**src/core/dsb_defs.vh**
```
// Constants for the drive stop / brake / regen sequencer.
// Assumes a 100 MHz clock; voltages in volts, speed in rpm.
`ifndef DSB_DEFS_VH
`define DSB_DEFS_VH
`define DSB_CLK_MHZ          100
`define DSB_DIS_DELAY_MS     100
`define DSB_RAMP_MS          10
`define DSB_EMRG_TO_MS       5000
`define DSB_MS_CYCLES        (`DSB_CLK_MHZ * 1000)
`define DSB_STANDSTILL_RPM   16'h0005
`define DSB_ON_230           12'h190
`define DSB_ON_400           12'h2d0
`define DSB_ON_480           12'h348
`define DSB_OFF_230          12'h17c
`define DSB_OFF_400          12'h2a8
`define DSB_OFF_480          12'h320
`define DSB_OV_230           12'h1c2
`define DSB_OV_400           12'h320
`define DSB_OV_480           12'h384
`define DSB_ON_SPAN          12'h01e
`define DSB_CHECK_MS         2
`define DSB_CUR_LIMIT_MA     16'h0fa0
`define DSB_UV_RESET         12'h0c8
`define DSB_ADDR_CTRL        8'h00
`define DSB_ADDR_CFG         8'h04
`define DSB_ADDR_STAT        8'h08
`define DSB_ADDR_IRQ         8'h0c
`define DSB_ADDR_MASK        8'h10
`define DSB_ADDR_REGEN       8'h14
`define DSB_ADDR_BUS         8'h18
`define DSB_IRQ_OV           0
`define DSB_IRQ_PL           1
`define DSB_IRQ_UV           2
`define DSB_IRQ_RP           3
`define DSB_IRQ_BRK          4
`endif

```
**src/core/dsb_sequencer.v**
```verilog
// Drive stop, holding-brake, regen chopper and supply fault sequencer.
// Assumes synchronous inputs, AHB-Lite single word transfers, one clock.
// Operation
// - Brake sequence only with brake selected
// - 100 ms disable delay, 10 ms ramp
// - Brake at 5 rpm or 5 s timeout
// - Electrical braking before output stage off
// - Regen starts at class threshold voltage
// - Upper switch-on threshold per supply class
// - Switch-off threshold forms hysteresis band
// - Regen power exceeded disables regen switch
// - Periodic check flags overvoltage, shuts down
// - Ready contact opens with overvoltage shutdown
// - Shared bus thresholds raised by a software trim
// - Stop parameters select coast or braking
// - Phase-loss warning limits current 4 A
// - Phase-loss fault disables, opens ready
// - Undervoltage fault with configured response
// - Factory setting ramps down despite enable
`timescale 1ns/1ps
`include "dsb_defs.vh"
module dsb_sequencer
  #(
    parameter DIS_DELAY_CYC = `DSB_DIS_DELAY_MS * `DSB_MS_CYCLES,
    parameter RAMP_CYC      = `DSB_RAMP_MS * `DSB_MS_CYCLES,
    parameter EMRG_CYC      = `DSB_EMRG_TO_MS * `DSB_MS_CYCLES,
    parameter CHECK_CYC     = `DSB_CHECK_MS * `DSB_MS_CYCLES
  )
  (
    input  wire        clk,
    input  wire        rst_b,
    input  wire        hsel,
    input  wire [31:0] haddr,
    input  wire [1:0]  htrans,
    input  wire        hwrite,
    input  wire [2:0]  hsize,
    input  wire [31:0] hwdata,
    input  wire        hready,
    output wire [31:0] hrdata,
    output wire        hreadyout,
    output wire        hresp,
    input  wire        enable_in,
    input  wire [15:0] speed_rpm,
    input  wire [11:0] bus_volts,
    input  wire        phase_lost,
    input  wire        regen_avg_over,
    input  wire        regen_peak_over,
    output reg  [15:0] setpoint_out,
    output reg         output_stage_on,
    output reg         elec_braking,
    output reg         brake_out,
    output reg         regen_switch,
    output reg         ready_to_operate_contact,
    output reg         overvoltage_fault,
    output reg         phase_loss_fault,
    output reg         undervoltage_fault,
    output reg         mains_ready_fault,
    output reg         phase_loss_warning,
    output reg         regen_power_exceeded,
    output reg  [15:0] current_limit_ma,
    output wire        irq
  );

  localparam ST_RUN   = 2'd0;
  localparam ST_DELAY = 2'd1;
  localparam ST_OFF   = 2'd2;
  localparam ST_FAULT = 2'd3;
  localparam [11:0] TRIM_MAX = `DSB_ON_SPAN;

  // Class 0 = 230 V, 1 = 400 V, 2 = 480 V; kind 0 = switch-on, 1 = switch-off, 2 = overvoltage
  function [11:0] class_thr;
    input [1:0] cls;
    input [1:0] kind;
    begin
      if (kind == 2'd0)
        class_thr = (cls == 2'd2) ? `DSB_ON_480 : ((cls == 2'd1) ? `DSB_ON_400 : `DSB_ON_230);
      else if (kind == 2'd1)
        class_thr = (cls == 2'd2) ? `DSB_OFF_480 : ((cls == 2'd1) ? `DSB_OFF_400 : `DSB_OFF_230);
      else
        class_thr = (cls == 2'd2) ? `DSB_OV_480 : ((cls == 2'd1) ? `DSB_OV_400 : `DSB_OV_230);
    end
  endfunction

  // Software registers
  reg [15:0] run_setpoint_reg;
  reg        brake_present_reg;
  reg        enable_removal_response_reg;
  reg        error_response_select_reg;
  reg        phase_loss_response_reg;
  reg [1:0]  supply_class_reg;
  reg [11:0] uv_thr_reg;
  reg [4:0]  irq_stat_reg;
  reg [4:0]  irq_mask_reg;
  reg [4:0]  regen_trim_reg;
  reg        fault_clear_reg;

  // Sequencer state
  reg [1:0]  state_reg;
  reg [31:0] dis_cnt_reg;
  reg [31:0] emrg_cnt_reg;
  reg [31:0] chk_cnt_reg;
  reg [31:0] ramp_cnt_reg;
  reg [15:0] ramp_start_reg;

  // AHB data-phase capture
  reg        dp_wr_reg;
  reg [7:0]  dp_addr_reg;
  reg [31:0] rdata_reg;

  wire addr_ok = hsel & htrans[1] & hready;
  wire wr_now  = dp_wr_reg;
  wire [31:0] wd = hwdata;

  assign hreadyout = 1'b1;
  assign hresp     = 1'b0;
  assign hrdata    = rdata_reg;
  assign irq       = |(irq_stat_reg & irq_mask_reg);

  // trim raises both levels within the span
  wire [11:0] on_level  = class_thr(supply_class_reg, 2'd0) + {7'h00, regen_trim_reg};
  wire [11:0] off_level = class_thr(supply_class_reg, 2'd1) + {7'h00, regen_trim_reg};
  wire        chk_tick  = (chk_cnt_reg == CHECK_CYC - 1);
  // overvoltage only seen at the periodic check
  wire        ov_event  = chk_tick & (bus_volts > class_thr(supply_class_reg, 2'd2));
  wire        uv_event  = (bus_volts < uv_thr_reg) & ~undervoltage_fault;
  wire        pl_err    = phase_lost & phase_loss_response_reg;
  wire        rp_event  = (regen_avg_over | regen_peak_over) & ~regen_power_exceeded;
  // controlled braking only with both parameters set
  wire        controlled = enable_removal_response_reg & error_response_select_reg;
  wire        stopped    = speed_rpm <= `DSB_STANDSTILL_RPM;
  wire        brk_event  = brake_present_reg & (state_reg == ST_DELAY) &
                           (stopped | (emrg_cnt_reg >= EMRG_CYC - 1)) & ~brake_out;
  wire [4:0]  ev_vec = {brk_event, rp_event, uv_event, pl_err & ~phase_loss_fault, ov_event};

  always @(posedge clk)
  begin
    if (!rst_b)
    begin
      dp_wr_reg   <= 1'b0;
      dp_addr_reg <= 8'h00;
    end
    else
    begin
      dp_wr_reg   <= addr_ok & hwrite;
      dp_addr_reg <= haddr[7:0];
    end
  end

  // Read data is registered off the address phase, valid in the data phase
  always @(posedge clk)
  begin
    if (!rst_b)
      rdata_reg <= 32'h00000000;
    else if (addr_ok & ~hwrite)
    begin
      if (haddr[7:0] == `DSB_ADDR_CTRL)
        rdata_reg <= {16'h0000, run_setpoint_reg};
      else if (haddr[7:0] == `DSB_ADDR_CFG)
        rdata_reg <= {12'h000, uv_thr_reg, 2'b00, supply_class_reg, phase_loss_response_reg,
                      error_response_select_reg, enable_removal_response_reg, brake_present_reg};
      else if (haddr[7:0] == `DSB_ADDR_STAT)
        rdata_reg <= {20'h00000, state_reg, regen_switch, brake_out, output_stage_on,
                      ready_to_operate_contact, regen_power_exceeded, phase_loss_warning,
                      mains_ready_fault, undervoltage_fault, phase_loss_fault, overvoltage_fault};
      else if (haddr[7:0] == `DSB_ADDR_IRQ)
        rdata_reg <= {27'h0000000, irq_stat_reg};
      else if (haddr[7:0] == `DSB_ADDR_MASK)
        rdata_reg <= {27'h0000000, irq_mask_reg};
      else if (haddr[7:0] == `DSB_ADDR_REGEN)
        rdata_reg <= {27'h0000000, regen_trim_reg};
      else if (haddr[7:0] == `DSB_ADDR_BUS)
        rdata_reg <= {20'h00000, bus_volts};
      else
        rdata_reg <= 32'h00000000;
    end
  end

  // Register writes; status bits: set wins over write-one-to-clear
  always @(posedge clk)
  begin
    if (!rst_b)
    begin
      run_setpoint_reg            <= 16'h0000;
      brake_present_reg           <= 1'b0;
      enable_removal_response_reg <= 1'b0;
      error_response_select_reg   <= 1'b1;
      phase_loss_response_reg     <= 1'b1;
      supply_class_reg            <= 2'd1;
      uv_thr_reg                  <= `DSB_UV_RESET;
      irq_stat_reg                <= 5'h00;
      irq_mask_reg                <= 5'h00;
      regen_trim_reg              <= 5'h00;
      fault_clear_reg             <= 1'b0;
    end
    else
    begin
      fault_clear_reg <= 1'b0;
      if (wr_now & (dp_addr_reg == `DSB_ADDR_CTRL))
      begin
        run_setpoint_reg <= wd[15:0];
        fault_clear_reg  <= wd[31];
      end
      else if (wr_now & (dp_addr_reg == `DSB_ADDR_CFG))
      begin
        brake_present_reg           <= wd[0];
        enable_removal_response_reg <= wd[1];
        error_response_select_reg   <= wd[2];
        phase_loss_response_reg     <= wd[3];
        supply_class_reg            <= (wd[5:4] == 2'd3) ? 2'd2 : wd[5:4];
        uv_thr_reg                  <= wd[19:8];
      end
      else if (wr_now & (dp_addr_reg == `DSB_ADDR_MASK))
        irq_mask_reg <= wd[4:0];
      else if (wr_now & (dp_addr_reg == `DSB_ADDR_REGEN))
        regen_trim_reg <= (wd[4:0] > TRIM_MAX[4:0]) ? TRIM_MAX[4:0] : wd[4:0];
      if (wr_now & (dp_addr_reg == `DSB_ADDR_IRQ))
        irq_stat_reg <= (irq_stat_reg & ~wd[4:0]) | ev_vec;
      else
        irq_stat_reg <= irq_stat_reg | ev_vec;
    end
  end

  // Periodic bus check timer
  always @(posedge clk)
    chk_cnt_reg <= (!rst_b | chk_tick) ? 32'h00000000 : chk_cnt_reg + 32'h00000001;

  // Regen chopper with hysteresis
  always @(posedge clk)
  begin
    if (!rst_b)
    begin
      regen_switch         <= 1'b0;
      regen_power_exceeded <= 1'b0;
    end
    else
    begin
      // excess regen power latches off the switch
      if (regen_avg_over | regen_peak_over)
        regen_power_exceeded <= 1'b1;
      else if (fault_clear_reg)
        regen_power_exceeded <= 1'b0;
      if (regen_power_exceeded | regen_avg_over | regen_peak_over)
        regen_switch <= 1'b0;
      // switch in at the class threshold
      else if (bus_volts >= on_level)
        regen_switch <= 1'b1;
      else if (bus_volts < off_level)
        regen_switch <= 1'b0;
    end
  end

  // Faults and warnings
  always @(posedge clk)
  begin
    if (!rst_b)
    begin
      overvoltage_fault  <= 1'b0;
      phase_loss_fault   <= 1'b0;
      undervoltage_fault <= 1'b0;
      mains_ready_fault  <= 1'b0;
      phase_loss_warning <= 1'b0;
      current_limit_ma   <= 16'hffff;
    end
    else
    begin
      if (ov_event)
        overvoltage_fault <= 1'b1;
      else if (fault_clear_reg)
        overvoltage_fault <= 1'b0;
      if (pl_err)
        phase_loss_fault <= 1'b1;
      else if (fault_clear_reg)
        phase_loss_fault <= 1'b0;
      if (bus_volts < uv_thr_reg)
        undervoltage_fault <= 1'b1;
      else if (fault_clear_reg)
        undervoltage_fault <= 1'b0;
      // warning mode keeps running at 4 A
      phase_loss_warning <= phase_lost & ~phase_loss_response_reg;
      mains_ready_fault  <= phase_lost;
      current_limit_ma   <= (phase_lost & ~phase_loss_response_reg) ? `DSB_CUR_LIMIT_MA : 16'hffff;
    end
  end

  wire fault_any = overvoltage_fault | phase_loss_fault | undervoltage_fault | ov_event | pl_err;
  // with error_response_select_reg set, a fault ramps down even with enable held
  wire to_ramp = fault_any ? error_response_select_reg : (~enable_in & (controlled | brake_present_reg));
  // Ramp in 40 bits so a full-scale setpoint times the count cannot overflow
  wire [39:0] ramp_prod = ramp_start_reg * (ramp_cnt_reg[23:0] + 24'h000001);
  wire [39:0] ramp_drop = ramp_prod / RAMP_CYC;

  // Stop sequencer
  always @(posedge clk)
  begin
    if (!rst_b)
    begin
      state_reg                <= ST_OFF;
      dis_cnt_reg              <= 32'h00000000;
      emrg_cnt_reg             <= 32'h00000000;
      ramp_cnt_reg             <= 32'h00000000;
      ramp_start_reg           <= 16'h0000;
      setpoint_out             <= 16'h0000;
      output_stage_on          <= 1'b0;
      elec_braking             <= 1'b0;
      brake_out                <= 1'b0;
      ready_to_operate_contact <= 1'b0;
    end
    else
    begin
      case (state_reg)
        ST_RUN:
        begin
          setpoint_out <= run_setpoint_reg;
          // ready opens together with fault shutdown
          if (fault_any)
            ready_to_operate_contact <= 1'b0;
          if (to_ramp)
          begin
            state_reg      <= ST_DELAY;
            elec_braking   <= 1'b1;
            ramp_start_reg <= setpoint_out;
            dis_cnt_reg    <= 32'h00000000;
            emrg_cnt_reg   <= 32'h00000000;
            ramp_cnt_reg   <= 32'h00000000;
          end
          else if (fault_any | !enable_in)
          begin
            state_reg       <= fault_any ? ST_FAULT : ST_OFF;
            output_stage_on <= 1'b0;
            setpoint_out    <= 16'h0000;
          end
        end
        ST_DELAY:
        begin
          // linear ramp to zero over the ramp time
          if (ramp_cnt_reg < RAMP_CYC)
          begin
            ramp_cnt_reg <= ramp_cnt_reg + 32'h00000001;
            setpoint_out <= ramp_start_reg - ramp_drop[15:0];
          end
          else
            setpoint_out <= 16'h0000;
          dis_cnt_reg  <= dis_cnt_reg + 32'h00000001;
          emrg_cnt_reg <= emrg_cnt_reg + 32'h00000001;
          if (ov_event | pl_err)
            ready_to_operate_contact <= 1'b0;
          if (brk_event)
            brake_out <= 1'b1;
          // stage stays on through the delay
          if ((dis_cnt_reg >= DIS_DELAY_CYC - 1) &
              (!brake_present_reg | brake_out | brk_event))
          begin
            output_stage_on <= 1'b0;
            elec_braking    <= 1'b0;
            state_reg       <= fault_any ? ST_FAULT : ST_OFF;
          end
        end
        ST_OFF:
        begin
          setpoint_out             <= 16'h0000;
          ready_to_operate_contact <= ~fault_any;
          if (enable_in & ~fault_any)
          begin
            state_reg       <= ST_RUN;
            output_stage_on <= 1'b1;
            // brake released whenever the output stage switches on
            brake_out       <= 1'b0;
          end
        end
        default:
        begin
          setpoint_out             <= 16'h0000;
          ready_to_operate_contact <= 1'b0;
          if (~fault_any)
            state_reg <= ST_OFF;
        end
      endcase
      // brake never driven without brake function
      if (!brake_present_reg)
        brake_out <= 1'b0;
    end
  end

endmodule

```
**config.mk**
```make
export PLATFORM = sky130hd
export DESIGN_NAME = dsb_sequencer
export DESIGN_NICKNAME = d
export VERILOG_FILES = /design/src/core/dsb_sequencer.v
export VERILOG_INCLUDE_DIRS = /design/src /design/src/core
export SDC_FILE = /design/constraint.sdc
export NUM_CORES = 2
export LEC_CHECK = 0
export CORE_MARGIN = 2
export CORE_UTILIZATION = 70
export CTS_CLUSTER_DIAMETER = 30
export DETAILED_ROUTE_END_ITERATION = 8
export DONT_BUFFER_PORTS = 1
export GPL_TIMING_DRIVEN = 0
export PLACE_DENSITY = 0.92
export SETUP_SLACK_MARGIN = 0.15
export SYNTH_ARGS = -nofsm -noshare
export SYNTH_HDL_FRONTEND = slang
export SYNTH_SLANG_ARGS = --single-unit
export TNS_END_PERCENT = 10
```
**constraint.sdc**
```tcl
create_clock -name clk -period 77.7 [get_ports clk]
set_clock_uncertainty 0.1 [all_clocks]
set_input_delay 15.54 -clock clk [delete_from_list [all_inputs] [get_ports clk]]
set_output_delay 15.54 -clock clk [all_outputs]
set_load 0.005 [all_outputs]
```
==> results.json <==
{
  "yosys-top-cells-count": "nand2_1, inv_1, nor2_1",
  "io_buffers": 0,
  "status": "complete, no violations",
  "cell_internal_pwr_mw": 0.232,
  "ys_ff_latch": 253,
  "yosys_warnings": 0,
  "rr_startpoint": "ramp_cnt_reg[0]$_SDFFE_PN0P_",
  "postSynthAreaPerCell_sq_um": 7.83,
  "wl_per_cell_microns": 20.7,
  "crit_buf_inv": 16,
  "routed_wl_microns": 117000,
  "clock-root-buffer": "clkbuf_16",
  "via_per_inst": 6.75,
  "firstDrtPassIters": 9,
  "postCtsSetupBuffers": 0,
  "report.final.slew_viol_count": 0,
  "wl_met3_microns": 13700,
  "ant_nets": 0,
  "seqPwrFrac": 0.431,
  "p_sw_frac": 0.242,
  "overflow": 0,
  "critPathLaunchType": "register",
  "synth-edff-count": 0,
  "fin_nets": 5510,
  "numCtsBuffers": 31,
  "max-cap-violations": 0,
  "worst_slew_pin_slew_ns": 1.17,
  "h-tree-depth": 1,
  "p_total_mw": 0.306,
  "synthCells": 4862,
  "yosys-top-cells-area": "fa_1, dfxtp_1, nand2_1",
  "relSlewSlack": 0.199,
  "die_h_microns": 237,
  "grtUsageTotal": 0.407,
  "worstSetupPathType": "register to register",
  "hold_buffers": 0,
  "pin_count": 184,
  "leakagePower_nw": 16.6,
  "grt_max_degree": 17,
  "drc": 0,
  "hpwl_microns": 89600,
  "pwr-share-comb": 0.043,
  "finalCritPeriodShare": 0.493,
  "grt_pass1_wl_microns": 188000,
  "crit_required_ns": 78.09,
  "hp-class": "register to register",
  "reg2reg_depth": 131,
  "antenna_found_initial": 3,
  "ys_seq_area_frac": 0.133,
  "fmax_mhz": 26.1,
  "die_area_sq_um": 56300,
  "core_area_sq_um": 53800,
  "cts_tree": "done",
  "switchingPower_mw": 0.0741,
  "cp_max_fo": 10,
  "drt-initial-drc-count": 4914,
  "gp_congestion": 1.02,
  "slowest_delay_ns": 0.78,
  "final-setup-viol-count": 0,
  "cts.clk_slew.worst_paths_ns": 0.06,
  "rsz0062_at_grt": "no",
  "reg2reg_to": "setpoint_out[15]$_SDFF_PN0_",
  "drt-met1-wl_microns": 44700,
  "whs_ns": 0.365,
  "cp.arrival_ns": 38.66,
  "endpoint_kind": "register",
  "r2r_slack_ns": 39.43,
  "min_path_cells": 1,
  "cts.sinks": 253,
  "hold_viol": 0,
  "crit_family": "compound AO/OA/AOI/OAI gates",
  "wl_met2_microns": 51700,
  "row_count": 85,
  "start_util": 0.707,
  "synth_most_common_cell": "nand2_1",
  "clk_latency_ns": 0.60,
  "p_clk_frac": 0.526,
  "vias": 38000,
  "async_flop_share": 0,
  "synth_area_sq_um": 38100,
  "cpMostUsedCell": "a21o_1",
  "netlist.top_cell.by_area": "fa_1",
  "die_w_microns": 237,
  "first_global_vias": 36600,
  "drive_above_1_share": 0.0703,
  "layout_min_cycle_time_ns": 38.27,
  "fillers": 3769,
  "vdd_drop_max_mv": 0.0176,
  "yosysTopAreaCellShare": 0.170,
  "cp_slowest_cell": "o32ai_1",
  "clock_path_buffers": 3,
  "cts_resized": 0,
  "synth_ff_type": "dfxtp_1",
  "syn2layout_area_growth_pct": 5.48,
  "min_to": "chk_cnt_reg[0]$_SDFF_PP0_",
  "hp-start": "chk_cnt_reg[0]$_SDFF_PP0_",
  "final.setup.tns_ns": 0,
  "synth_cell_types": 152,
  "powerDensity_nw_per_um2": 7.63,
  "maxUsedRoutingLayer": "met5"
}
## power groups by stage
| stage | logic [mW] | clock network (mW) | registers [mW] |
|---|---|---|---|
| after floorplan | 0.00864 | 0 | 0.134 |
| after global placement | 0.0118 | 0 | 0.135 |
| after detailed placement | 0.0122 | 0 | 0.135 |
| after CTS | 0.0125 | 0.160 | 0.132 |
| after global routing | 0.0140 | 0.166 | 0.132 |
| final | 0.0131 | 0.161 | 0.132 |
## per-stage QoR
step           cells   util  worst slack [ns]  area (sq um)
2_1_floorplan   4880      -             46.49         38100
3_3_place_gp    5576  0.725             41.23         39000
3_5_place_dp    5576  0.725             40.72         39000
4_1_cts         5634  0.746             40.41         40100
5_1_grt         5634  0.746             37.11         40100
6_report        5637  0.746             39.43         40200
## cells by family after synthesis
logic type | share of synthesized area
xor gates and xnor gates | 0.0663
and+or+nand+nor | 0.256
buffers and inverters | 0.0684
adders and majority gates | 0.229
other | 0.000197
AOI/OAI and AO/OA | 0.226
DFF | 0.133
muxes | 0.0216
## routing by layer
metal,up-vias,track usage
met4,2,0.195
met1,18000,0.526
met2,2451,0.648
met3,544,0.0913
met5,-,0
li1,17000,-
## layout make-up
cell class                      instances  area [sq um]  area share
Multi-Input combinational cell       4003         30500       0.759
Sequential cell                       253          5060       0.126
Inverter                              378          1420      0.0355
Buffer                                246          1180      0.0294
Tap cell                              696           871      0.0217
Clock buffer                           35           811      0.0202
Clock inverter                         23           329     0.00820
Antenna cell                            3          7.51    0.000187
## how the worst max path moves through the flow
stage	endpoint	start	cells after the start	slack (ns)
detailed placement	setpoint_out[15]$_SDFF_PN0_	ramp_cnt_reg[0]$_SDFFE_PN0P_	130	40.72
global placement	setpoint_out[15]$_SDFF_PN0_	ramp_cnt_reg[0]$_SDFFE_PN0P_	130	41.23
floorplan	setpoint_out[15]$_SDFF_PN0_	ramp_cnt_reg[0]$_SDFFE_PN0P_	134	46.49
CTS	setpoint_out[15]$_SDFF_PN0_	ramp_cnt_reg[0]$_SDFFE_PN0P_	130	40.41
finish	setpoint_out[15]$_SDFF_PN0_	ramp_cnt_reg[0]$_SDFFE_PN0P_	131	39.43
global route	setpoint_out[15]$_SDFF_PN0_	ramp_cnt_reg[0]$_SDFFE_PN0P_	130	37.11
## layout by cell type (no fill, tap or decap), types with 56 or more instances in the layout
cell type and instances:
dfxtp_1 253, xnor2_1 188, clkbuf_1 163, nand2_1 618, nor2b_1 100, o21ai_0 205, nor3_1 98, fa_1 323
and3_1 66, and2_1 264, a31oi_1 56, xor2_1 89, a21oi_1 204, nor2_1 344, nand3_1 142, a21boi_0 72
ha_1 168, inv_1 371
No activity file was read; power rests on OpenSTA's default activity.
